$ cat config.mk
export PLATFORM = sky130hd
export DESIGN_NAME = rps_supervisor
export DESIGN_NICKNAME = d
export VERILOG_FILES = /design/src/verilog/rps_pkg.sv /design/src/verilog/rps_supervisor.sv
export VERILOG_INCLUDE_DIRS = /design/src /design/src/verilog
export SDC_FILE = /design/constraint.sdc
export NUM_CORES = 1
export LEC_CHECK = 0
export ABC_AREA = 1
export BUFFER_PORTS_ARGS = -buffer_cell sky130_fd_sc_hd__buf_2
export CORE_MARGIN = 4
export CORE_UTILIZATION = 53
export DETAILED_ROUTE_END_ITERATION = 16
export PLACE_DENSITY = 0.76
export RECOVER_POWER = 25
export SLEW_MARGIN = 10
export SYNTH_ARGS = -nofsm -noshare
export SYNTH_HDL_FRONTEND = slang
export SYNTH_SLANG_ARGS = --single-unit
$ cat constraint.sdc
create_clock -name i_mclk -period 8.5 [get_ports i_mclk]
set_clock_uncertainty 0.2 [all_clocks]
set_input_delay 0 -clock i_mclk [delete_from_list [all_inputs] [get_ports i_mclk]]
set_output_delay 0 -clock i_mclk [all_outputs]
set_load 0.005 [all_outputs]
$ cat src/verilog/rps_params.svh
// constants for the regulator protection supervisor
// assumes a 25 MHz system clock and an 8-bit register port
`ifndef RPS_PARAMS_SVH
`define RPS_PARAMS_SVH

// ==========================================================
// timing
`define RPS_CLK_PERIOD_NS 40
`define RPS_CYC_US(us) ((((us) * 1000) + `RPS_CLK_PERIOD_NS - 1) / `RPS_CLK_PERIOD_NS)
`define RPS_SYNC_US 3
`define RPS_OV_ON_US 1
`define RPS_OV_OFF_US 20
`define RPS_HOT_US 20
`define RPS_SHORT_US 1000
`define RPS_OTP_LOAD_CYCLES 20'h0_0010
`define RPS_CNT_ONE 20'h0_0001

// ==========================================================
// register addresses
`define RPS_A_REGCTRL 8'h00
`define RPS_A_GPOCTRL 8'h01
`define RPS_A_FLAGS 8'h02
`define RPS_A_SUMMARY 8'h03
`define RPS_A_STATUS 8'h04
`define RPS_A_MASK 8'h05
`define RPS_A_RESET 8'h06
`define RPS_A_MODE 8'h07

// ==========================================================
// field positions
`define RPS_F_DIS_LO 4
`define RPS_F_OUT1_LEVEL 0
`define RPS_F_OUT2_LEVEL 1
`define RPS_F_OUT1_OD 2
`define RPS_F_OUT2_OD 3
`define RPS_F_OUT1_SEQ 4
`define RPS_F_OUT2_SEQ 5
`define RPS_F_PIN_SEL 6
`define RPS_F_OVP 4
`define RPS_F_HOT 5
`define RPS_F_RSTREG 6
`define RPS_F_SWRST 0

// ==========================================================
// reset values
`define RPS_REGCTRL_RST 8'hF0
`define RPS_GPOCTRL_RST 8'h00
`define RPS_MASK_RST 8'h00
`define RPS_FLAGS_RST 7'h00

`endif

$ cat src/verilog/rps_pkg.sv
// types for the regulator protection supervisor
// assumes nothing beyond a SystemVerilog compiler
package rps_pkg;

	// ==========================================================
	// device modes
	typedef enum logic [3:0] {
		RPS_SHUTDOWN = 4'h1,
		RPS_OTP_LOAD = 4'h2,
		RPS_STANDBY = 4'h4,
		RPS_ACTIVE = 4'h8
	} rps_mode_type;

endpackage

$ cat src/verilog/rps_supervisor.sv
// regulator protection supervisor: faults, flags, modes, general outputs
// assumes synchronous comparator inputs and a one-cycle register port
`timescale 1ns/1ps
`include "rps_params.svh"

module rps_supervisor import rps_pkg::*; #(
	parameter int SHORT_CYCLES = `RPS_CYC_US(`RPS_SHORT_US)
) (
	// clock and reset
	input wire logic i_mclk,
	input wire logic i_rst,
	// register port
	input wire logic [7:0] i_addr,
	input wire logic [7:0] i_wdata,
	input wire logic i_wr,
	input wire logic i_rd,
	output logic [7:0] o_rdata,
	// comparators: buck0, buck1, linreg0, linreg1
	input wire logic [3:0] i_out_low,
	input wire logic i_uv_low,
	input wire logic i_ov_raw,
	input wire logic i_hot_raw,
	input wire logic i_en_pin,
	// regulator drive
	output logic [3:0] o_reg_on,
	output logic [3:0] o_reg_hiz,
	output logic [3:0] o_reg_pulldown,
	// interrupt and mode
	output logic o_irq_pin_low_n,
	output logic [3:0] o_mode,
	// general outputs
	output logic o_general_out_one,
	output logic o_general_out_one_oe_n,
	input wire logic i_general_out_two_in,
	output logic o_general_out_two,
	output logic o_general_out_two_oe_n,
	output logic o_external_clock_in
);

	// ==========================================================
	// constants and state
	localparam logic [19:0] C_SYNC = 20'(`RPS_CYC_US(`RPS_SYNC_US));
	localparam logic [19:0] C_OV_ON = 20'(`RPS_CYC_US(`RPS_OV_ON_US));
	localparam logic [19:0] C_OV_OFF = 20'(`RPS_CYC_US(`RPS_OV_OFF_US));
	localparam logic [19:0] C_HOT = 20'(`RPS_CYC_US(`RPS_HOT_US));
	localparam logic [19:0] C_SHORT = 20'(SHORT_CYCLES);

	rps_mode_type mode_r, mode_nxt;
	logic [7:0] regctrl_r, gpoctrl_r, mask_r;
	logic [6:0] flags_r, flags_nxt, flag_set, flag_clr;
	logic [3:0] run_r, run_nxt, trip;
	logic [19:0] tick_cnt_r, ov_cnt_r, hot_cnt_r, otp_cnt_r;
	logic [19:0] sc_cnt_r [4];
	logic en_sync_r, uv_rel_r, ov_stat_r, hot_stat_r, rst_pend_r;
	logic tick, monitor, block, swreset, defaults, otp_done, regs_open;
	logic lvl1, lvl2;
	logic [7:0] rdata_nxt;

	function automatic logic [19:0] deb_cnt(input logic [19:0] cnt, input logic act);
		return act ? cnt + `RPS_CNT_ONE : 20'h0_0000;
	endfunction

	function automatic logic deb_hit(input logic [19:0] cnt, input logic act,
			input logic [19:0] lim);
		return act && (cnt == lim - `RPS_CNT_ONE);
	endfunction

	assign regs_open = (mode_r == RPS_STANDBY) || (mode_r == RPS_ACTIVE);
	assign monitor = regs_open;
	assign swreset = regs_open && i_wr && (i_addr == `RPS_A_RESET) && i_wdata[`RPS_F_SWRST];
	assign defaults = (mode_r == RPS_SHUTDOWN) || (mode_r == RPS_OTP_LOAD) || swreset;
	assign otp_done = (mode_r == RPS_OTP_LOAD) && (otp_cnt_r == `RPS_OTP_LOAD_CYCLES);
	assign block = ov_stat_r || flags_r[`RPS_F_OVP] || hot_stat_r || flags_r[`RPS_F_HOT];
	assign tick = (tick_cnt_r == C_SYNC - `RPS_CNT_ONE);

	// ==========================================================
	// enable pin and supply release sampling
	always_ff @(posedge i_mclk or posedge i_rst) begin
		if (i_rst) begin
			tick_cnt_r <= 20'h0_0000;
		end else begin
			tick_cnt_r <= tick ? 20'h0_0000 : tick_cnt_r + `RPS_CNT_ONE;
		end
	end

	always_ff @(posedge i_mclk or posedge i_rst) begin
		if (i_rst) begin
			en_sync_r <= 1'b0;
			uv_rel_r <= 1'b0;
		end else begin
			if (tick) begin
				en_sync_r <= i_en_pin;
			end
			if (i_uv_low) begin
				uv_rel_r <= 1'b0;
			end else if (tick) begin
				uv_rel_r <= 1'b1;
			end
		end
	end

	// ==========================================================
	// overvoltage and overheat filters
	always_ff @(posedge i_mclk or posedge i_rst) begin
		if (i_rst) begin
			ov_cnt_r <= 20'h0_0000;
			ov_stat_r <= 1'b0;
		end else if (deb_hit(ov_cnt_r, i_ov_raw != ov_stat_r,
				ov_stat_r ? C_OV_OFF : C_OV_ON)) begin
			ov_cnt_r <= 20'h0_0000;
			ov_stat_r <= i_ov_raw;
		end else begin
			ov_cnt_r <= deb_cnt(ov_cnt_r, i_ov_raw != ov_stat_r);
		end
	end

	always_ff @(posedge i_mclk or posedge i_rst) begin
		if (i_rst) begin
			hot_cnt_r <= 20'h0_0000;
			hot_stat_r <= 1'b0;
		end else if (deb_hit(hot_cnt_r, i_hot_raw != hot_stat_r, C_HOT)) begin
			hot_cnt_r <= 20'h0_0000;
			hot_stat_r <= i_hot_raw;
		end else begin
			hot_cnt_r <= deb_cnt(hot_cnt_r, i_hot_raw != hot_stat_r);
		end
	end

	// ==========================================================
	// short timers, one per regulator
	always_comb begin
		for (int i = 0; i < 4; i++) begin
			trip[i] = deb_hit(sc_cnt_r[i], run_r[i] && i_out_low[i], C_SHORT);
		end
	end

	always_ff @(posedge i_mclk or posedge i_rst) begin
		if (i_rst) begin
			for (int i = 0; i < 4; i++) begin
				sc_cnt_r[i] <= 20'h0_0000;
			end
		end else begin
			for (int i = 0; i < 4; i++) begin
				sc_cnt_r[i] <= deb_cnt(sc_cnt_r[i], run_r[i] && i_out_low[i] && !trip[i]);
			end
		end
	end

	// ==========================================================
	// regulator control
	always_comb begin
		for (int i = 0; i < 4; i++) begin
			// restart follows automatically once the short flag is cleared
			run_nxt[i] = regs_open && !i_uv_low && !swreset && regctrl_r[i] && !block
				&& !trip[i] && !flags_r[i];
		end
	end

	always_ff @(posedge i_mclk or posedge i_rst) begin
		if (i_rst) begin
			run_r <= 4'h0;
			o_reg_hiz <= 4'hF;
			o_reg_pulldown <= 4'h0;
		end else begin
			run_r <= run_nxt;
			o_reg_hiz <= ~run_nxt;
			o_reg_pulldown <= ~run_nxt & regctrl_r[`RPS_F_DIS_LO +: 4];
		end
	end

	assign o_reg_on = run_r;

	// ==========================================================
	// device modes
	always_comb begin
		mode_nxt = mode_r;
		if (i_uv_low) begin
			mode_nxt = RPS_SHUTDOWN;
		end else begin
			unique case (mode_r)
				RPS_SHUTDOWN: begin
					if (uv_rel_r) begin
						mode_nxt = RPS_OTP_LOAD;
					end
				end
				RPS_OTP_LOAD: begin
					if (otp_done) begin
						mode_nxt = RPS_STANDBY;
					end
				end
				RPS_STANDBY, RPS_ACTIVE: begin
					if (swreset) begin
						mode_nxt = RPS_OTP_LOAD;
					end else begin
						mode_nxt = (|run_nxt) ? RPS_ACTIVE : RPS_STANDBY;
					end
				end
				default: begin
					mode_nxt = RPS_SHUTDOWN;
				end
			endcase
		end
	end

	always_ff @(posedge i_mclk or posedge i_rst) begin
		if (i_rst) begin
			mode_r <= RPS_SHUTDOWN;
			otp_cnt_r <= 20'h0_0000;
		end else begin
			mode_r <= mode_nxt;
			otp_cnt_r <= (mode_r == RPS_OTP_LOAD) ? otp_cnt_r + `RPS_CNT_ONE : 20'h0_0000;
		end
	end

	assign o_mode = mode_r;

	// ==========================================================
	// configuration registers, defaults while shutdown or loading
	always_ff @(posedge i_mclk or posedge i_rst) begin
		if (i_rst) begin
			regctrl_r <= `RPS_REGCTRL_RST;
			gpoctrl_r <= `RPS_GPOCTRL_RST;
			mask_r <= `RPS_MASK_RST;
		end else if (defaults) begin
			regctrl_r <= `RPS_REGCTRL_RST;
			gpoctrl_r <= `RPS_GPOCTRL_RST;
			mask_r <= `RPS_MASK_RST;
		end else if (i_wr) begin
			if (i_addr == `RPS_A_REGCTRL) begin
				regctrl_r <= i_wdata;
			end
			if (i_addr == `RPS_A_GPOCTRL) begin
				gpoctrl_r <= i_wdata;
			end
			if (i_addr == `RPS_A_MASK) begin
				mask_r <= i_wdata;
			end
		end
	end

	// ==========================================================
	// interrupt flags, set wins over clear
	always_comb begin
		flag_set = {7{1'b0}};
		flag_set[3:0] = trip;
		flag_set[`RPS_F_OVP] = monitor && ov_stat_r;
		flag_set[`RPS_F_HOT] = monitor && hot_stat_r;
		flag_set[`RPS_F_RSTREG] = otp_done && rst_pend_r
			&& !(|(`RPS_MASK_RST & (8'h01 << `RPS_F_RSTREG)));
		flag_clr = (regs_open && i_wr && (i_addr == `RPS_A_FLAGS)) ? i_wdata[6:0] : 7'h00;
		flag_clr[`RPS_F_OVP] = flag_clr[`RPS_F_OVP] && !ov_stat_r;
		flag_clr[`RPS_F_HOT] = flag_clr[`RPS_F_HOT] && !hot_stat_r;
		flags_nxt = ((defaults ? `RPS_FLAGS_RST : flags_r) & ~flag_clr) | flag_set;
	end

	always_ff @(posedge i_mclk or posedge i_rst) begin
		if (i_rst) begin
			flags_r <= `RPS_FLAGS_RST;
			rst_pend_r <= 1'b1;
			o_irq_pin_low_n <= 1'b1;
		end else begin
			flags_r <= flags_nxt;
			if ((mode_r == RPS_SHUTDOWN) || swreset) begin
				rst_pend_r <= 1'b1;
			end else if (otp_done) begin
				rst_pend_r <= 1'b0;
			end
			o_irq_pin_low_n <= ~|(flags_r & ~mask_r[6:0]);
		end
	end

	// ==========================================================
	// general outputs
	always_comb begin
		lvl1 = gpoctrl_r[`RPS_F_OUT1_SEQ] ? en_sync_r : gpoctrl_r[`RPS_F_OUT1_LEVEL];
		lvl2 = gpoctrl_r[`RPS_F_OUT2_SEQ] ? en_sync_r : gpoctrl_r[`RPS_F_OUT2_LEVEL];
		if (!regs_open || ov_stat_r || flags_r[`RPS_F_OVP]) begin
			lvl1 = 1'b0;
			lvl2 = 1'b0;
		end
	end

	always_ff @(posedge i_mclk or posedge i_rst) begin
		if (i_rst) begin
			o_general_out_one <= 1'b0;
			o_general_out_one_oe_n <= 1'b0;
			o_general_out_two <= 1'b0;
			o_general_out_two_oe_n <= 1'b0;
			o_external_clock_in <= 1'b0;
		end else begin
			o_general_out_one <= gpoctrl_r[`RPS_F_OUT1_OD] ? 1'b0 : lvl1;
			o_general_out_one_oe_n <= gpoctrl_r[`RPS_F_OUT1_OD] && lvl1;
			if (gpoctrl_r[`RPS_F_PIN_SEL]) begin
				o_general_out_two <= 1'b0;
				o_general_out_two_oe_n <= 1'b1;
				o_external_clock_in <= i_general_out_two_in;
			end else begin
				o_general_out_two <= gpoctrl_r[`RPS_F_OUT2_OD] ? 1'b0 : lvl2;
				o_general_out_two_oe_n <= gpoctrl_r[`RPS_F_OUT2_OD] && lvl2;
				o_external_clock_in <= 1'b0;
			end
		end
	end

	// ==========================================================
	// read port
	always_comb begin
		rdata_nxt = 8'h00;
		if (i_rd) begin
			unique case (i_addr)
				`RPS_A_REGCTRL: rdata_nxt = regctrl_r;
				`RPS_A_GPOCTRL: rdata_nxt = gpoctrl_r;
				`RPS_A_FLAGS: rdata_nxt = {1'b0, flags_r};
				`RPS_A_SUMMARY: rdata_nxt = {4'h0, flags_r[3:0]};
				`RPS_A_STATUS: rdata_nxt = {2'h0, hot_stat_r, ov_stat_r, run_r};
				`RPS_A_MASK: rdata_nxt = mask_r;
				`RPS_A_MODE: rdata_nxt = {4'h0, mode_r};
				default: rdata_nxt = 8'h00;
			endcase
		end
	end

	always_ff @(posedge i_mclk or posedge i_rst) begin
		if (i_rst) begin
			o_rdata <= 8'h00;
		end else begin
			o_rdata <= rdata_nxt;
		end
	end

	// ==========================================================
	// checks
	property p_pulldown_only_off;
		@(posedge i_mclk) disable iff (i_rst) o_reg_pulldown[0] |-> o_reg_hiz[0] && !o_reg_on[0];
	endproperty
	a_pulldown_only_off: assert property (p_pulldown_only_off) else $error("pulldown on live output");

	property p_short_trip;
		@(posedge i_mclk) disable iff (i_rst)
			(run_r[0] && i_out_low[0] && sc_cnt_r[0] == C_SHORT - `RPS_CNT_ONE)
			|=> !run_r[0] && flags_r[0];
	endproperty
	a_short_trip: assert property (p_short_trip) else $error("short timer did not trip");

	property p_short_irq;
		@(posedge i_mclk) disable iff (i_rst)
			$rose(flags_r[2]) && !mask_r[2] |=> !o_irq_pin_low_n;
	endproperty
	a_short_irq: assert property (p_short_irq) else $error("short flag gave no interrupt");

	property p_ov_kill;
		@(posedge i_mclk) disable iff (i_rst)
			ov_stat_r && regs_open && !i_uv_low |=> run_r == 4'h0 && flags_r[`RPS_F_OVP];
	endproperty
	a_ov_kill: assert property (p_ov_kill) else $error("overvoltage left regulator on");

	property p_ov_sticky;
		@(posedge i_mclk) disable iff (i_rst)
			ov_stat_r && flags_r[`RPS_F_OVP] && !defaults |=> flags_r[`RPS_F_OVP];
	endproperty
	a_ov_sticky: assert property (p_ov_sticky) else $error("overvoltage flag cleared early");

	property p_ov_filter;
		@(posedge i_mclk) disable iff (i_rst)
			$rose(ov_stat_r) |-> $past(i_ov_raw) && $past(i_ov_raw, C_OV_ON);
	endproperty
	a_ov_filter: assert property (p_ov_filter) else $error("overvoltage rose too soon");

	property p_hot_block;
		@(posedge i_mclk) disable iff (i_rst)
			(hot_stat_r || flags_r[`RPS_F_HOT]) ##1 1'b1 |-> run_r == 4'h0;
	endproperty
	a_hot_block: assert property (p_hot_block) else $error("regulator on during overheat");

	property p_uv_shutdown;
		@(posedge i_mclk) disable iff (i_rst)
			i_uv_low |=> mode_r == RPS_SHUTDOWN && run_r == 4'h0;
	endproperty
	a_uv_shutdown: assert property (p_uv_shutdown) else $error("undervoltage not acted on");

	property p_otp_off;
		@(posedge i_mclk) disable iff (i_rst) mode_r == RPS_OTP_LOAD |-> run_r == 4'h0;
	endproperty
	a_otp_off: assert property (p_otp_off) else $error("regulator on during load");

	property p_active_mode;
		@(posedge i_mclk) disable iff (i_rst)
			regs_open |-> (mode_r == RPS_ACTIVE) == (|run_r);
	endproperty
	a_active_mode: assert property (p_active_mode) else $error("mode disagrees with regulators");

	property p_irq_pin;
		@(posedge i_mclk) disable iff (i_rst)
			(|(flags_r & ~mask_r[6:0])) |=> !o_irq_pin_low_n;
	endproperty
	a_irq_pin: assert property (p_irq_pin) else $error("interrupt pin not asserted");

endmodule

Word-level counts from Yosys, hierarchy flattened
Cells that the tools add are included.

Register bits after elaboration: 226. Output and inout port bits: 30.

Add/subtract/negate cells: 9. Equal/unequal tests: 23. Muxes and demuxes: 43. Bitwise gates (word level): 7. Reductions and logical operators: 82.

Operators by type and width (count): 20-bit two-way mux (10); 20-bit by 1-bit adder with 20-bit output (second input constant) (8); 20-bit by 15-bit == test with 1-bit output (second input constant) (4); 8-bit two-way mux (10); 8-bit case mux with 7 select lines (1); 1-bit logical AND (44); 8-bit by 3-bit == test with 1-bit output (second input constant) (4); 20-bit == test (1); 20-bit by 5-bit == test with 1-bit output (second input constant) (1); 20-bit by 7-bit == test with 1-bit output (second input constant) (1); 20-bit by 9-bit == test with 1-bit output (second input constant) (1); 4-bit two-way mux (5); 8-bit by 2-bit == test with 1-bit output (second input constant) (2); 1-bit zero test (15); 7-bit AND (2); 7-bit two-way mux (2); 7-bit inverter (2); 1-bit two-way mux (13); 4-bit case mux with 3 select lines (1); 2-bit nonzero test (6); 9-bit by 1-bit subtractor with 10-bit output (second input constant) (1); 1-bit logical OR (9); 9-bit two-way mux (1); 8-bit by 1-bit == test with 1-bit output (second input constant) (1); 14 further kinds (19).

Logic depth before layout (Yosys ltp)
Gate-level depths: netlist of run 1.

Word-level depth: 16. Depth in mapped cells: 13. Depth with buffers taken out: 13.

Least setup slack after synthesis of run 1
OpenSTA, ideal clock, no wires.

Path type: reg2reg. From: reg mode_r[0], in the netlist o_mode[0]. To: reg flags_r[0]. Data arrival time: 1529 ps. Required time: 8180 ps. Slack: 6651 ps. Cell stages (with the launch flop): 8. Period minus slack after synthesis: 1849 ps. Cells stage by stage: dfstp_2 > inv_2 > nor3_2 > nor2_8 > nand2_8 > inv_4 > buf_6 > a31o_1.

Word-level cells in the longest chain between the ends: 9. Elaborated cells between the ends (all ways): 16. Those cells by class: eq/ne (4); mux (2); bitwise (3); reduce/logical (7).

RTL lines: start, declared (line rps_supervisor.sv:48) `rps_mode_type mode_r, mode_nxt;`; start signal, assigned (line rps_supervisor.sv:210) `mode_r <= mode_nxt;`; 4-bit by 3-bit == test with 1-bit output / 4-bit == test (equally long branches) (line rps_supervisor.sv:68) `assign regs_open = (mode_r == RPS_STANDBY) || (mode_r == RPS_ACTIVE);`; 1-bit logical OR (line rps_supervisor.sv:68); 1-bit logical AND (line rps_supervisor.sv:70, rps_supervisor.sv:250); 1-bit logical AND (2 in series) (line rps_supervisor.sv:70) `` assign swreset = regs_open && i_wr && (i_addr == `RPS_A_RESET) && i_wdata[`RPS_F_SWRST]; ``; 1-bit logical OR (line rps_supervisor.sv:71) `assign defaults = (mode_r == RPS_SHUTDOWN) || (mode_r == RPS_OTP_LOAD) || swreset;`; 7-bit two-way mux (line rps_supervisor.sv:253) `` flags_nxt = ((defaults ? `RPS_FLAGS_RST : flags_r) & ~flag_clr) | flag_set; ``; 7-bit AND * (line rps_supervisor.sv:253); 7-bit bitwise OR * (line rps_supervisor.sv:253); via flags_nxt[0] (line rps_supervisor.sv:50) `logic [6:0] flags_r, flags_nxt, flag_set, flag_clr;`; end signal, assigned (line rps_supervisor.sv:258) `` flags_r <= `RPS_FLAGS_RST; ``; end signal, assigned (line rps_supervisor.sv:262) `flags_r <= flags_nxt;`; end, declared (line rps_supervisor.sv:50).

The timed path passes the listed nets; every way through them passes the cells marked *. A chain may end at the register's enable or synchronous reset.

==> results.py, run 1 <==
metrics = {
    "status": {
        "outcome": "complete, but fails checks",
        "violations": "capacitance limit, slew limit",
    },
    "finish": {
        "fill_cells": 1857,
        "drive_above_1_share": 0.107,
        "syn_to_final_growth_pct": 15.2,
        "multiInputGateArea_um2": 5410,
        "final_nets": 1622,
        "antenna_cells": 0,
        "final-seq-area_um2": 5670,
    },
    "floorplan": {
        "fp.dieW_um": 158,
        "rows": 54,
        "die-area_um2": 24900,
        "io_pins": 59,
        "core_area_um2": 22000,
        "start_util": 0.542,
        "die_y_um": 158,
    },
    "setup_path": {
        "r2r_slack_ps": 5230,
        "worst_ep_required_time_ps": 8790,
        "r2r_cells": 11,
        "cp_slowest_cell": "clkinvlp_2",
        "end_kind": "asynchronous set/reset pin",
        "crit_fanout": 145,
        "reg2reg_to": "regctrl_r[6]$_DFFE_PP1P_",
        "max_stage_delay_ps": 3380,
        "arrival_ps": 5320,
        "critPathLaunchType": "primary input",
        "crit-reg2reg-launch": "o_mode[0]$_DFFE_PP1P_",
        "crit_path_cell_trace": "dlygate4sd3_1 > buf_2 > clkinvlp_2 > buf_4",
        "path_class": "in -> async",
        "startpoint": "i_rst",
    },
    "min_path": {
        "whs_endpoint": "uv_rel_r$_DFFE_PP0P_",
        "worstHoldStart": "i_uv_low",
        "hold_path_depth": 3,
        "hp-class": "in -> reg",
    },
    "route": {
        "vias_per_cell": 5.40,
        "drt_wl_total_um": 27100,
        "dr.pass1.iters": 7,
        "drc": 0,
        "ant_nets": 0,
        "wl_per_cell_um": 14.4,
        "drt_iter0_drc": 620,
        "num_vias": 10200,
    },
    "clock_network": {
        "holdBufCountCts": 44,
        "cts_tree": "built",
        "post_cts_buffers": 0,
        "clk_latency_ps": 520,
        "htreeDepth": 1,
        "root_buffer": "clkbuf_16",
        "path_clk_slew_ps": 60,
        "cts.sinks": 226,
        "cts-resized-gates": 0,
        "cts_made_buffers": 24,
        "clockBufferDepth": 3,
    },
    "timing": {
        "max_freq_mhz": 199,
        "setup_tns_ps": 0,
        "slew_violations": 146,
        "final-hold-violation-count": 0,
        "rsz0062_at_grt": "false",
        "worstMarginPinSlew_ps": 6070,
        "finalSetupViolCount": 0,
        "finalCriticalPeriod_ps": 5020,
        "timing.final.crit_share": 0.591,
        "maxSlewHeadroom": -3.07,
    },
    "synthesis": {
        "synth_edf_count": 0,
        "syn_area_per_cell_um2": 8.08,
        "synth_area_leaders": "dfrtp_1 (45%), nand2_1 (9.1%), nor2_1 (7.7%)",
        "ys_types": 52,
        "synth_top_area_frac": 0.452,
        "yosys_most_used_dff": "dfrtp_1",
        "synth_seq_cells": 226,
        "synthArstFlopShare": 1.00,
        "synth_top_cell_by_area": "dfrtp_1",
        "synthCells": 1472,
        "synth_area_um2": 11900,
        "syn_nets": 1511,
        "ys_seq_area_frac": 0.477,
        "yosysWarnings": 0,
    },
    "global_routing": {
        "globalRouteMet3Util": 0.0399,
        "grt_pass1_vias": 9607,
        "grt_start_max_net_pins": 146,
        "grt_use_met2": 0.354,
        "antenna_found_initial": 0,
        "grt_first_pass_wirelength_um": 45100,
        "use_met1": 0.302,
        "grt_overflow_total": 0,
        "grtUsageTotal": 0.218,
        "busiest_layer": "met2",
    },
    "power_and_ir_drop": {
        "finalPower_w": 0.00241,
        "total_leakage_power_nw": 6.07,
        "ir_drop_mv": 0.148,
        "power_density_nw_per_um2": 176,
    },
    "placed_design": {
        "routabilityCongestion": 0.933,
        "dp_hpwl_um": 19400,
        "port_buffers": 58,
    },
    "job": {
        "cap_violations": 1,
    },
}
## worst max-delay path by stage
stage               slack [ps]  cells after the start                  endpoint
global placement          6320                      9    sc_cnt_r[57]$_DFF_PP0_
floorplan                 2130                      1     en_sync_r$_DFFE_PP0N_
finish                    3480                      4  gpoctrl_r[1]$_DFFE_PP0P_
global route              2280                      4    sc_cnt_r[69]$_DFF_PP0_
detailed placement        6260                      8     mask_r[7]$_DFFE_PP0P_
CTS                       4760                     16  regctrl_r[6]$_DFFE_PP1P_
## per-stage QoR
step | setup WS, ps | instances | util | area [µm²] | hold slack (ps)
3_3_place_gp | 6320 | 1793 | 0.567 | 12400 | -8.18
5_1_grt | 2280 | 1881 | 0.624 | 13700 | 51.6
2_1_floorplan | 2130 | 1472 | - | 11900 | -137
4_1_cts | 4760 | 1881 | 0.625 | 13700 | 2.17
3_5_place_dp | 6260 | 1793 | 0.567 | 12400 | -0.221
6_report | 3480 | 1881 | 0.624 | 13700 | 44.2
## kinds of logic after synthesis
| kind of cell | count (synthesis) | synth area share |
|---|---|---|
| AND/OR/NAND/NOR | 834 | 0.327 |
| adder cells (fa/ha/maj) | 10 | 0.0105 |
| AO/OA/AOI/OAI | 116 | 0.0585 |
| multiplexers | 1 | 0.000947 |
| XOR/XNOR | 78 | 0.0574 |
| buffers and inverters | 207 | 0.0684 |
| flip-flops | 226 | 0.477 |
## metal layers
layer,share of wire,up-vias,wire length [µm]
met5,0,-,0
met4,0.030,0,809
met3,0.067,61,1800
met2,0.46,295,12400
met1,0.45,4804,12100
li1,-,4991,-
## placed cells by master (no fill, tap or decap), types with 4 or more instances in the layout
master / netlist / final
nand2_1: 287 / 287
nor2_1: 245 / 245
dfrtp_1: 215 / 215
inv_1: 175 / 174
nand3_1: 83 / 83
nor3_1: 68 / 68
xor2_1: 55 / 55
buf_2: 6 / 49
nand4_1: 45 / 45
dlygate4sd3_1: 0 / 44
a21oi_1: 34 / 34
o21ai_0: 31 / 31
clkbuf_16: 0 / 25
xnor2_1: 23 / 23
nor4_1: 22 / 22
nor3b_1: 21 / 21
nor2_2: 18 / 18
clkbuf_1: 8 / 17
o21ai_1: 16 / 16
inv_2: 11 / 11
dfstp_2: 11 / 11
ha_1: 10 / 10
a31oi_1: 7 / 7
nand3b_1: 7 / 7
o21ai_2: 7 / 7
nor2_4: 5 / 5
clkbuf_8: 0 / 5
nand2_2: 4 / 4
nand3_2: 4 / 4
o22ai_1: 4 / 4
nor3_2: 4 / 4
a31o_1: 4 / 4
## Yosys cell counts (8+ instances only)
master,count
nor3_1,68
dfstp_2,11
clkbuf_1,8
dfrtp_1,215
xor2_1,55
nand2_1,287
inv_1,175
nor2_2,18
o21ai_0,31
o21ai_1,16
a21oi_1,34
xnor2_1,23
ha_1,10
nor3b_1,21
nand3_1,83
nor4_1,22
nand4_1,45
inv_2,11
nor2_1,245
## final cells by class
cell class | count | share of cell area
clock buffer | 38 | 0.0529
clock inverter | 6 | 0.00767
inverter | 189 | 0.0521
multi-input combinational | 1039 | 0.395
sequential | 226 | 0.414
tap | 280 | 0.0256
timing repair buffer | 103 | 0.0531
## power breakdown
| part | internal (W) | switching [W] | leakage, nW |
|---|---|---|---|
| logic | 0.0000670 | 0.000113 | 2.58 |
| clock network | 0.000674 | 0.000417 | 0.408 |
| registers | 0.00112 | 0.0000247 | 3.08 |
| total | 0.00186 | 0.000555 | 6.07 |
## worst max-delay path, delay by kind of cell
| family | cells | cell delay (ps) |
|---|---|---|
| buffers and inverters | 4 | 5200 |
## flip-flops by register name (all words and copies together), names as in the netlist, 4 cells and up
name and flops:
sc_cnt_r 80, hot_cnt_r 20, otp_cnt_r 20, ov_cnt_r 20
tick_cnt_r 20, gpoctrl_r 8, mask_r 8, o_rdata 8
regctrl_r 8, flags_r 7, o_mode 4, o_reg_hiz 4
o_reg_on 4, o_reg_pulldown 4
No activity file was read; power rests on OpenSTA's default activity.
==> inputs of run 2 (changes only) <==
- PLACE_DENSITY: 0.76 -> 0.79
- clock period: 8.5 -> 4.61 ns (I/O delays scaled with it)
==> results.py, run 2 (same netlist as run 1, synthesis figures left out) <==
metrics = {
    "placed_design": {
        "placed_cells": 1794,
        "dp_hpwl_um": 19300,
        "port_buffers": 58,
        "dpl_cell_area_um2": 12500,
        "routabilityCongestion": 0.913,
    },
    "floorplan": {
        "start_util": 0.542,
        "io_pins": 59,
        "die_y_um": 158,
        "die-area_um2": 24900,
        "core_area_um2": 22000,
        "rows": 54,
        "fp.dieW_um": 158,
    },
    "setup_path": {
        "max_stage_delay_ps": 640,
        "crit_fanout": 9,
        "reg2reg_to": "regctrl_r[4]$_DFFE_PP1P_",
        "crit_path_cell_trace": "dlygate4sd3_1 > buf_2 > nor2_1 > dlygate4sd3_1 > nand3_2 > nor2_2 > dlygate4sd3_1 > nand2_4 > nand2_8 > a21oi_4 > inv_2 > o21ai_0 > dlygate4sd3_1 > o21ai_1 > dlygate4sd3_1",
        "worst_ep_required_time_ps": 4860,
        "r2r_cells": 11,
        "arrival_ps": 4280,
        "cp_slowest_cell": "dlygate4sd3_1",
        "crit_buf_inv": 7,
        "critPathTopFamily": "buffers and inverters",
        "crit-reg2reg-launch": "o_mode[0]$_DFFE_PP1P_",
        "path_class": "in -> reg",
        "end_kind": "flop",
        "crit_top_cell": "dlygate4sd3_1",
        "r2r_slack_ps": 1280,
        "critPathLaunchType": "primary input",
        "path_depth": 15,
    },
    "power_and_ir_drop": {
        "combPwrFrac": 0.074,
        "netSwitchingFraction": 0.240,
        "total_leakage_power_nw": 6.12,
        "ir_drop_mv": 0.232,
        "p_clk_frac": 0.455,
        "pwr-share-seq": 0.471,
        "power_density_nw_per_um2": 324,
        "p_sw_w": 0.00107,
        "intPower_w": 0.00339,
    },
    "route": {
        "dr.pass1.iters": 5,
        "drt_wl_total_um": 27200,
        "drc": 0,
        "ant_nets": 0,
        "num_vias": 10200,
        "wl_per_cell_um": 14.4,
        "vias_per_cell": 5.39,
        "drt_iter0_drc": 924,
    },
    "finish": {
        "final_cells": 1885,
        "largest_reg_flops": 80,
        "drive_above_1_share": 0.117,
        "multiInputGateArea_um2": 5410,
        "final-seq-area_um2": 5670,
        "layout_commonest_cell": "nand2_1",
        "largest_register": "sc_cnt_r",
        "fill_cells": 1797,
        "final_nets": 1626,
        "syn_to_final_growth_pct": 15.7,
        "post-route-cell-area_um2": 13800,
        "mostFrequentLayoutCells": "nand2_1 (287), nor2_1 (245), dfrtp_1 (215), inv_1 (174), nand3_1 (83)",
    },
    "clock_network": {
        "cts_made_buffers": 24,
        "post_cts_buffers": 0,
        "cts.sinks": 226,
        "clockBufferDepth": 3,
        "htreeDepth": 1,
        "clk_latency_ps": 520,
        "cts-resized-gates": 0,
        "path_clk_slew_ps": 60,
        "cts_tree": "built",
        "root_buffer": "clkbuf_16",
    },
    "timing": {
        "slew_violations": 228,
        "max_freq_mhz": 248,
        "rsz0062_at_grt": "false",
        "maxSlewHeadroom": -1.18,
        "final-hold-violation-count": 0,
        "finalCriticalPeriod_ps": 4040,
        "worstMarginPinSlew_ps": 3270,
        "finalSetupViolCount": 0,
        "timing.final.crit_share": 0.875,
        "setup_tns_ps": 0,
    },
    "global_routing": {
        "antenna_found_initial": 1,
        "grt_overflow_total": 0,
        "grt_start_max_net_pins": 156,
        "grt_pass1_vias": 9834,
        "grt_first_pass_wirelength_um": 46800,
        "grtUsageTotal": 0.226,
    },
    "status": {
        "outcome": "complete, but fails checks",
        "violations": "capacitance limit, slew limit",
    },
    "min_path": {
        "worstHoldStart": "i_uv_low",
        "hp-class": "in -> reg",
        "whs_endpoint": "uv_rel_r$_DFFE_PP0P_",
        "hold_path_depth": 3,
    },
    "job": {
        "cap_violations": 2,
    },
}
-- run 2: routing by layer --
| metal | vias up | track usage | part of all wire |
|---|---|---|---|
| li1 | 5003 | - | - |
| met1 | 4771 | 0.327 | 0.45 |
| met2 | 334 | 0.355 | 0.46 |
| met3 | 51 | 0.0380 | 0.067 |
| met4 | 0 | 0.0602 | 0.025 |
| met5 | - | 0 | 0 |
-- run 2: worst register-to-register path, delay by kind of cell, from the launching register on --
| family | cells | cell delay, ps |
|---|---|---|
| AND/OR/NAND/NOR | 3 | 500 |
| AO/OA/AOI/OAI | 3 | 440 |
| flip-flops | 1 | 570 |
| buffers and inverters | 5 | 1530 |
-- run 2: power by group through the flow --
stage                     sequential, W  clock (W)  combinational (W)
final                           0.00210    0.00203           0.000329
after global routing            0.00211    0.00217           0.000369
after CTS                       0.00210    0.00207           0.000327
after detailed placement        0.00214          0           0.000281
after global placement          0.00214          0           0.000275
after floorplan                 0.00212          0           0.000204
-- run 2: area by class of cell --
cell class / count / share of cell area
Timing Repair Buffer: 107 / 0.0559
Multi-Input combinational cell: 1039 / 0.393
Antenna cell: 1 / 0.000182
Tap cell: 280 / 0.0255
Inverter: 189 / 0.0520
Clock inverter: 18 / 0.0155
Sequential cell: 226 / 0.412
Clock buffer: 25 / 0.0455
-- run 2: metrics by stage --
step | util | worst slack [ps] | hold slack, ps | total power (W)
detailed placement | 0.568 | 2330 | -1.26 | 0.00242
floorplan | - | 1470 | -137 | 0.00233
global route | 0.626 | 439 | 65.9 | 0.00465
CTS | 0.627 | 255 | 12.1 | 0.00450
finish | 0.626 | 574 | 40.9 | 0.00446
global placement | 0.568 | 2420 | -8.92 | 0.00241
-- run 2: how the worst max path moves through the flow --
stage	startpoint	to	slack, ps
global placement	sc_cnt_r[40]$_DFF_PP0_	sc_cnt_r[57]$_DFF_PP0_	2420
global route	i_addr[6]	regctrl_r[4]$_DFFE_PP1P_	440
detailed placement	sc_cnt_r[40]$_DFF_PP0_	sc_cnt_r[49]$_DFF_PP0_	2330
CTS	i_addr[4]	regctrl_r[5]$_DFFE_PP1P_	250
floorplan	i_rst	en_sync_r$_DFFE_PP0N_	1470
finish	i_addr[6]	regctrl_r[4]$_DFFE_PP1P_	570
-- run 2: repair_timing --
item                                    4_1_cts  5_1_grt
hold buffers                                 46        2
hold endpoints to repair                    317        2
endpoints found under the setup margin        0        2
==> inputs of run 3 (changes only) <==
- BUFFER_PORTS_ARGS: -buffer_cell sky130_fd_sc_hd__buf_2 -> default
- DONT_BUFFER_PORTS: default -> 1
- PLACE_DENSITY: 0.79 -> 0.77
- SETUP_SLACK_MARGIN: default -> 0.05
- SKIP_CTS_REPAIR_TIMING: default -> 1
==> results.py, run 3 (same netlist as run 1, synthesis figures left out) <==
metrics = {
    "status": {
        "outcome": "complete, but fails checks",
        "violations": "hold timing, capacitance limit, slew limit",
    },
    "power_and_ir_drop": {
        "power_density_nw_per_um2": 330,
        "total_leakage_power_nw": 5.84,
        "ir_drop_mv": 0.228,
    },
    "setup_path": {
        "crit_path_cell_trace": "dlygate4sd3_1 > inv_2 > nor2_4 > nand2_1 > dlygate4sd3_1 > nor2_2 > dlygate4sd3_1 > nand2_4 > nand2_8 > a21oi_4 > inv_2 > o21ai_0 > dlygate4sd3_1 > o21ai_1 > dlygate4sd3_1",
        "max_stage_delay_ps": 860,
        "path_class": "in -> reg",
        "crit_top_cell": "dlygate4sd3_1",
        "end_kind": "flop",
        "r2r_slack_ps": 1370,
        "cp_slowest_cell": "dlygate4sd3_1",
        "crit_fanout": 9,
        "critPathLaunchType": "primary input",
        "arrival_ps": 4220,
        "worst_ep_required_time_ps": 4860,
    },
    "timing": {
        "timing.hold.ws_ps": -39.4,
        "rsz0062_at_grt": "false",
        "timing.final.crit_share": 0.862,
        "maxSlewHeadroom": -0.185,
        "final-hold-violation-count": 8,
        "setup_tns_ps": 0,
        "slew_violations": 75,
        "worstMarginPinSlew_ps": 1780,
        "finalCriticalPeriod_ps": 3970,
        "max_freq_mhz": 252,
        "finalSetupViolCount": 0,
    },
    "floorplan": {
        "die-area_um2": 24900,
        "core_area_um2": 22000,
        "fp.dieW_um": 158,
        "rows": 54,
        "start_util": 0.542,
        "io_pins": 59,
        "die_y_um": 158,
    },
    "global_routing": {
        "grtUsageTotal": 0.221,
        "grt_start_max_net_pins": 153,
        "grt_first_pass_wirelength_um": 45500,
        "antenna_found_initial": 1,
        "grt_overflow_total": 0,
        "grt_pass1_vias": 9472,
    },
    "placed_design": {
        "port_buffers": 0,
        "routabilityCongestion": 0.934,
        "dp_hpwl_um": 19500,
    },
    "route": {
        "vias_per_cell": 5.43,
        "ant_nets": 0,
        "drc": 0,
        "drt_wl_total_um": 27300,
        "wl_per_cell_um": 15.0,
        "dr.pass1.iters": 5,
        "num_vias": 9881,
        "drt_iter0_drc": 826,
    },
    "finish": {
        "syn_to_final_growth_pct": 12.6,
        "drive_above_1_share": 0.0839,
        "fill_cells": 1821,
        "largest_register": "sc_cnt_r",
        "mostFrequentLayoutCells": "nand2_1 (287), nor2_1 (245), dfrtp_1 (215), inv_1 (174), nand3_1 (83)",
        "final_nets": 1559,
        "largest_reg_flops": 80,
        "final_util": 0.610,
        "layout_commonest_cell": "nand2_1",
    },
    "min_path": {
        "hp-class": "in -> reg",
    },
    "clock_network": {
        "path_clk_slew_ps": 60,
        "cts_made_buffers": 25,
        "clockBufferDepth": 3,
        "clk_latency_ps": 520,
        "cts.sinks": 226,
        "cts_tree": "built",
        "htreeDepth": 1,
        "root_buffer": "clkbuf_16",
    },
    "job": {
        "cap_violations": 1,
    },
}
run 3: changes by cell type in the layout (fill, tap and decap cells not counted), sizes merged:
| cell | previous run | this run |
|---|---|---|
| buf | 58 | 1 |
| bufinv | 4 | 2 |
| clkbuf | 27 | 38 |
| clkinv | 11 | 6 |
| clkinvlp | 4 | 3 |
| dlygate4sd3 | 47 | 37 |
| inv | 188 | 186 |
run 3: power breakdown:
group | total (W) | switching (W) | leakage (nW) | internal, W
Combinational | 0.000282 | 0.000194 | 2.34 | 0.0000875
Clock | 0.00203 | 0.000792 | 0.415 | 0.00123
Sequential | 0.00211 | 0.0000527 | 3.08 | 0.00206
Total | 0.00442 | 0.00104 | 5.84 | 0.00338
run 3: final cells by class:
type	instances	area, µm²	area share
diodes	1	2.50	0.000187
clock inverters	8	95.1	0.00710
repair buffers	39	395	0.0295
multi-input cells	1039	5410	0.404
clock buffers	37	751	0.0561
well taps	280	350	0.0262
flip-flops and latches	226	5670	0.424
inverters	189	713	0.0533
run 3: stage by stage:
step | setup WS, ps | instance area (µm²) | total power (W) | cells
detailed placement | 2390 | 12200 | 0.00239 | 1736
finish | 637 | 13400 | 0.00442 | 1819
CTS | 2360 | 13000 | 0.00443 | 1781
global route | 524 | 13400 | 0.00459 | 1819
global placement | 2440 | 12200 | 0.00238 | 1736
floorplan | 1470 | 11900 | 0.00233 | 1472
run 3: final timing paths:
kind / endpoint / start / cells after the start
max in group asynchronous: otp_cnt_r[17]$_DFF_PP0_ / i_rst / 3
max reg2reg: regctrl_r[7]$_DFFE_PP1P_ / o_mode[0]$_DFFE_PP1P_ / 11
min in group asynchronous: sc_cnt_r[35]$_DFF_PP0_ / i_rst / 3
min: o_rdata[0]$_DFF_PP0_ / i_addr[7] / 7
max: regctrl_r[7]$_DFFE_PP1P_ / i_addr[1] / 15
min reg2reg: sc_cnt_r[40]$_DFF_PP0_ / sc_cnt_r[40]$_DFF_PP0_ / 1
run 3: routing by layer:
metal	vias to the layer above	GRT usage	part of all wire
li1	4862	-	-
met1	4640	0.314	0.44
met2	313	0.345	0.45
met3	66	0.0443	0.076
met4	0	0.0651	0.025
met5	-	0	0
run 3: worst max-delay path: cells and delay by family:
family                 cells  cell delay, ps
AOI/OAI and AO/OA          3             230
and+or+nand+nor            5             560
buffers and inverters      7            3410
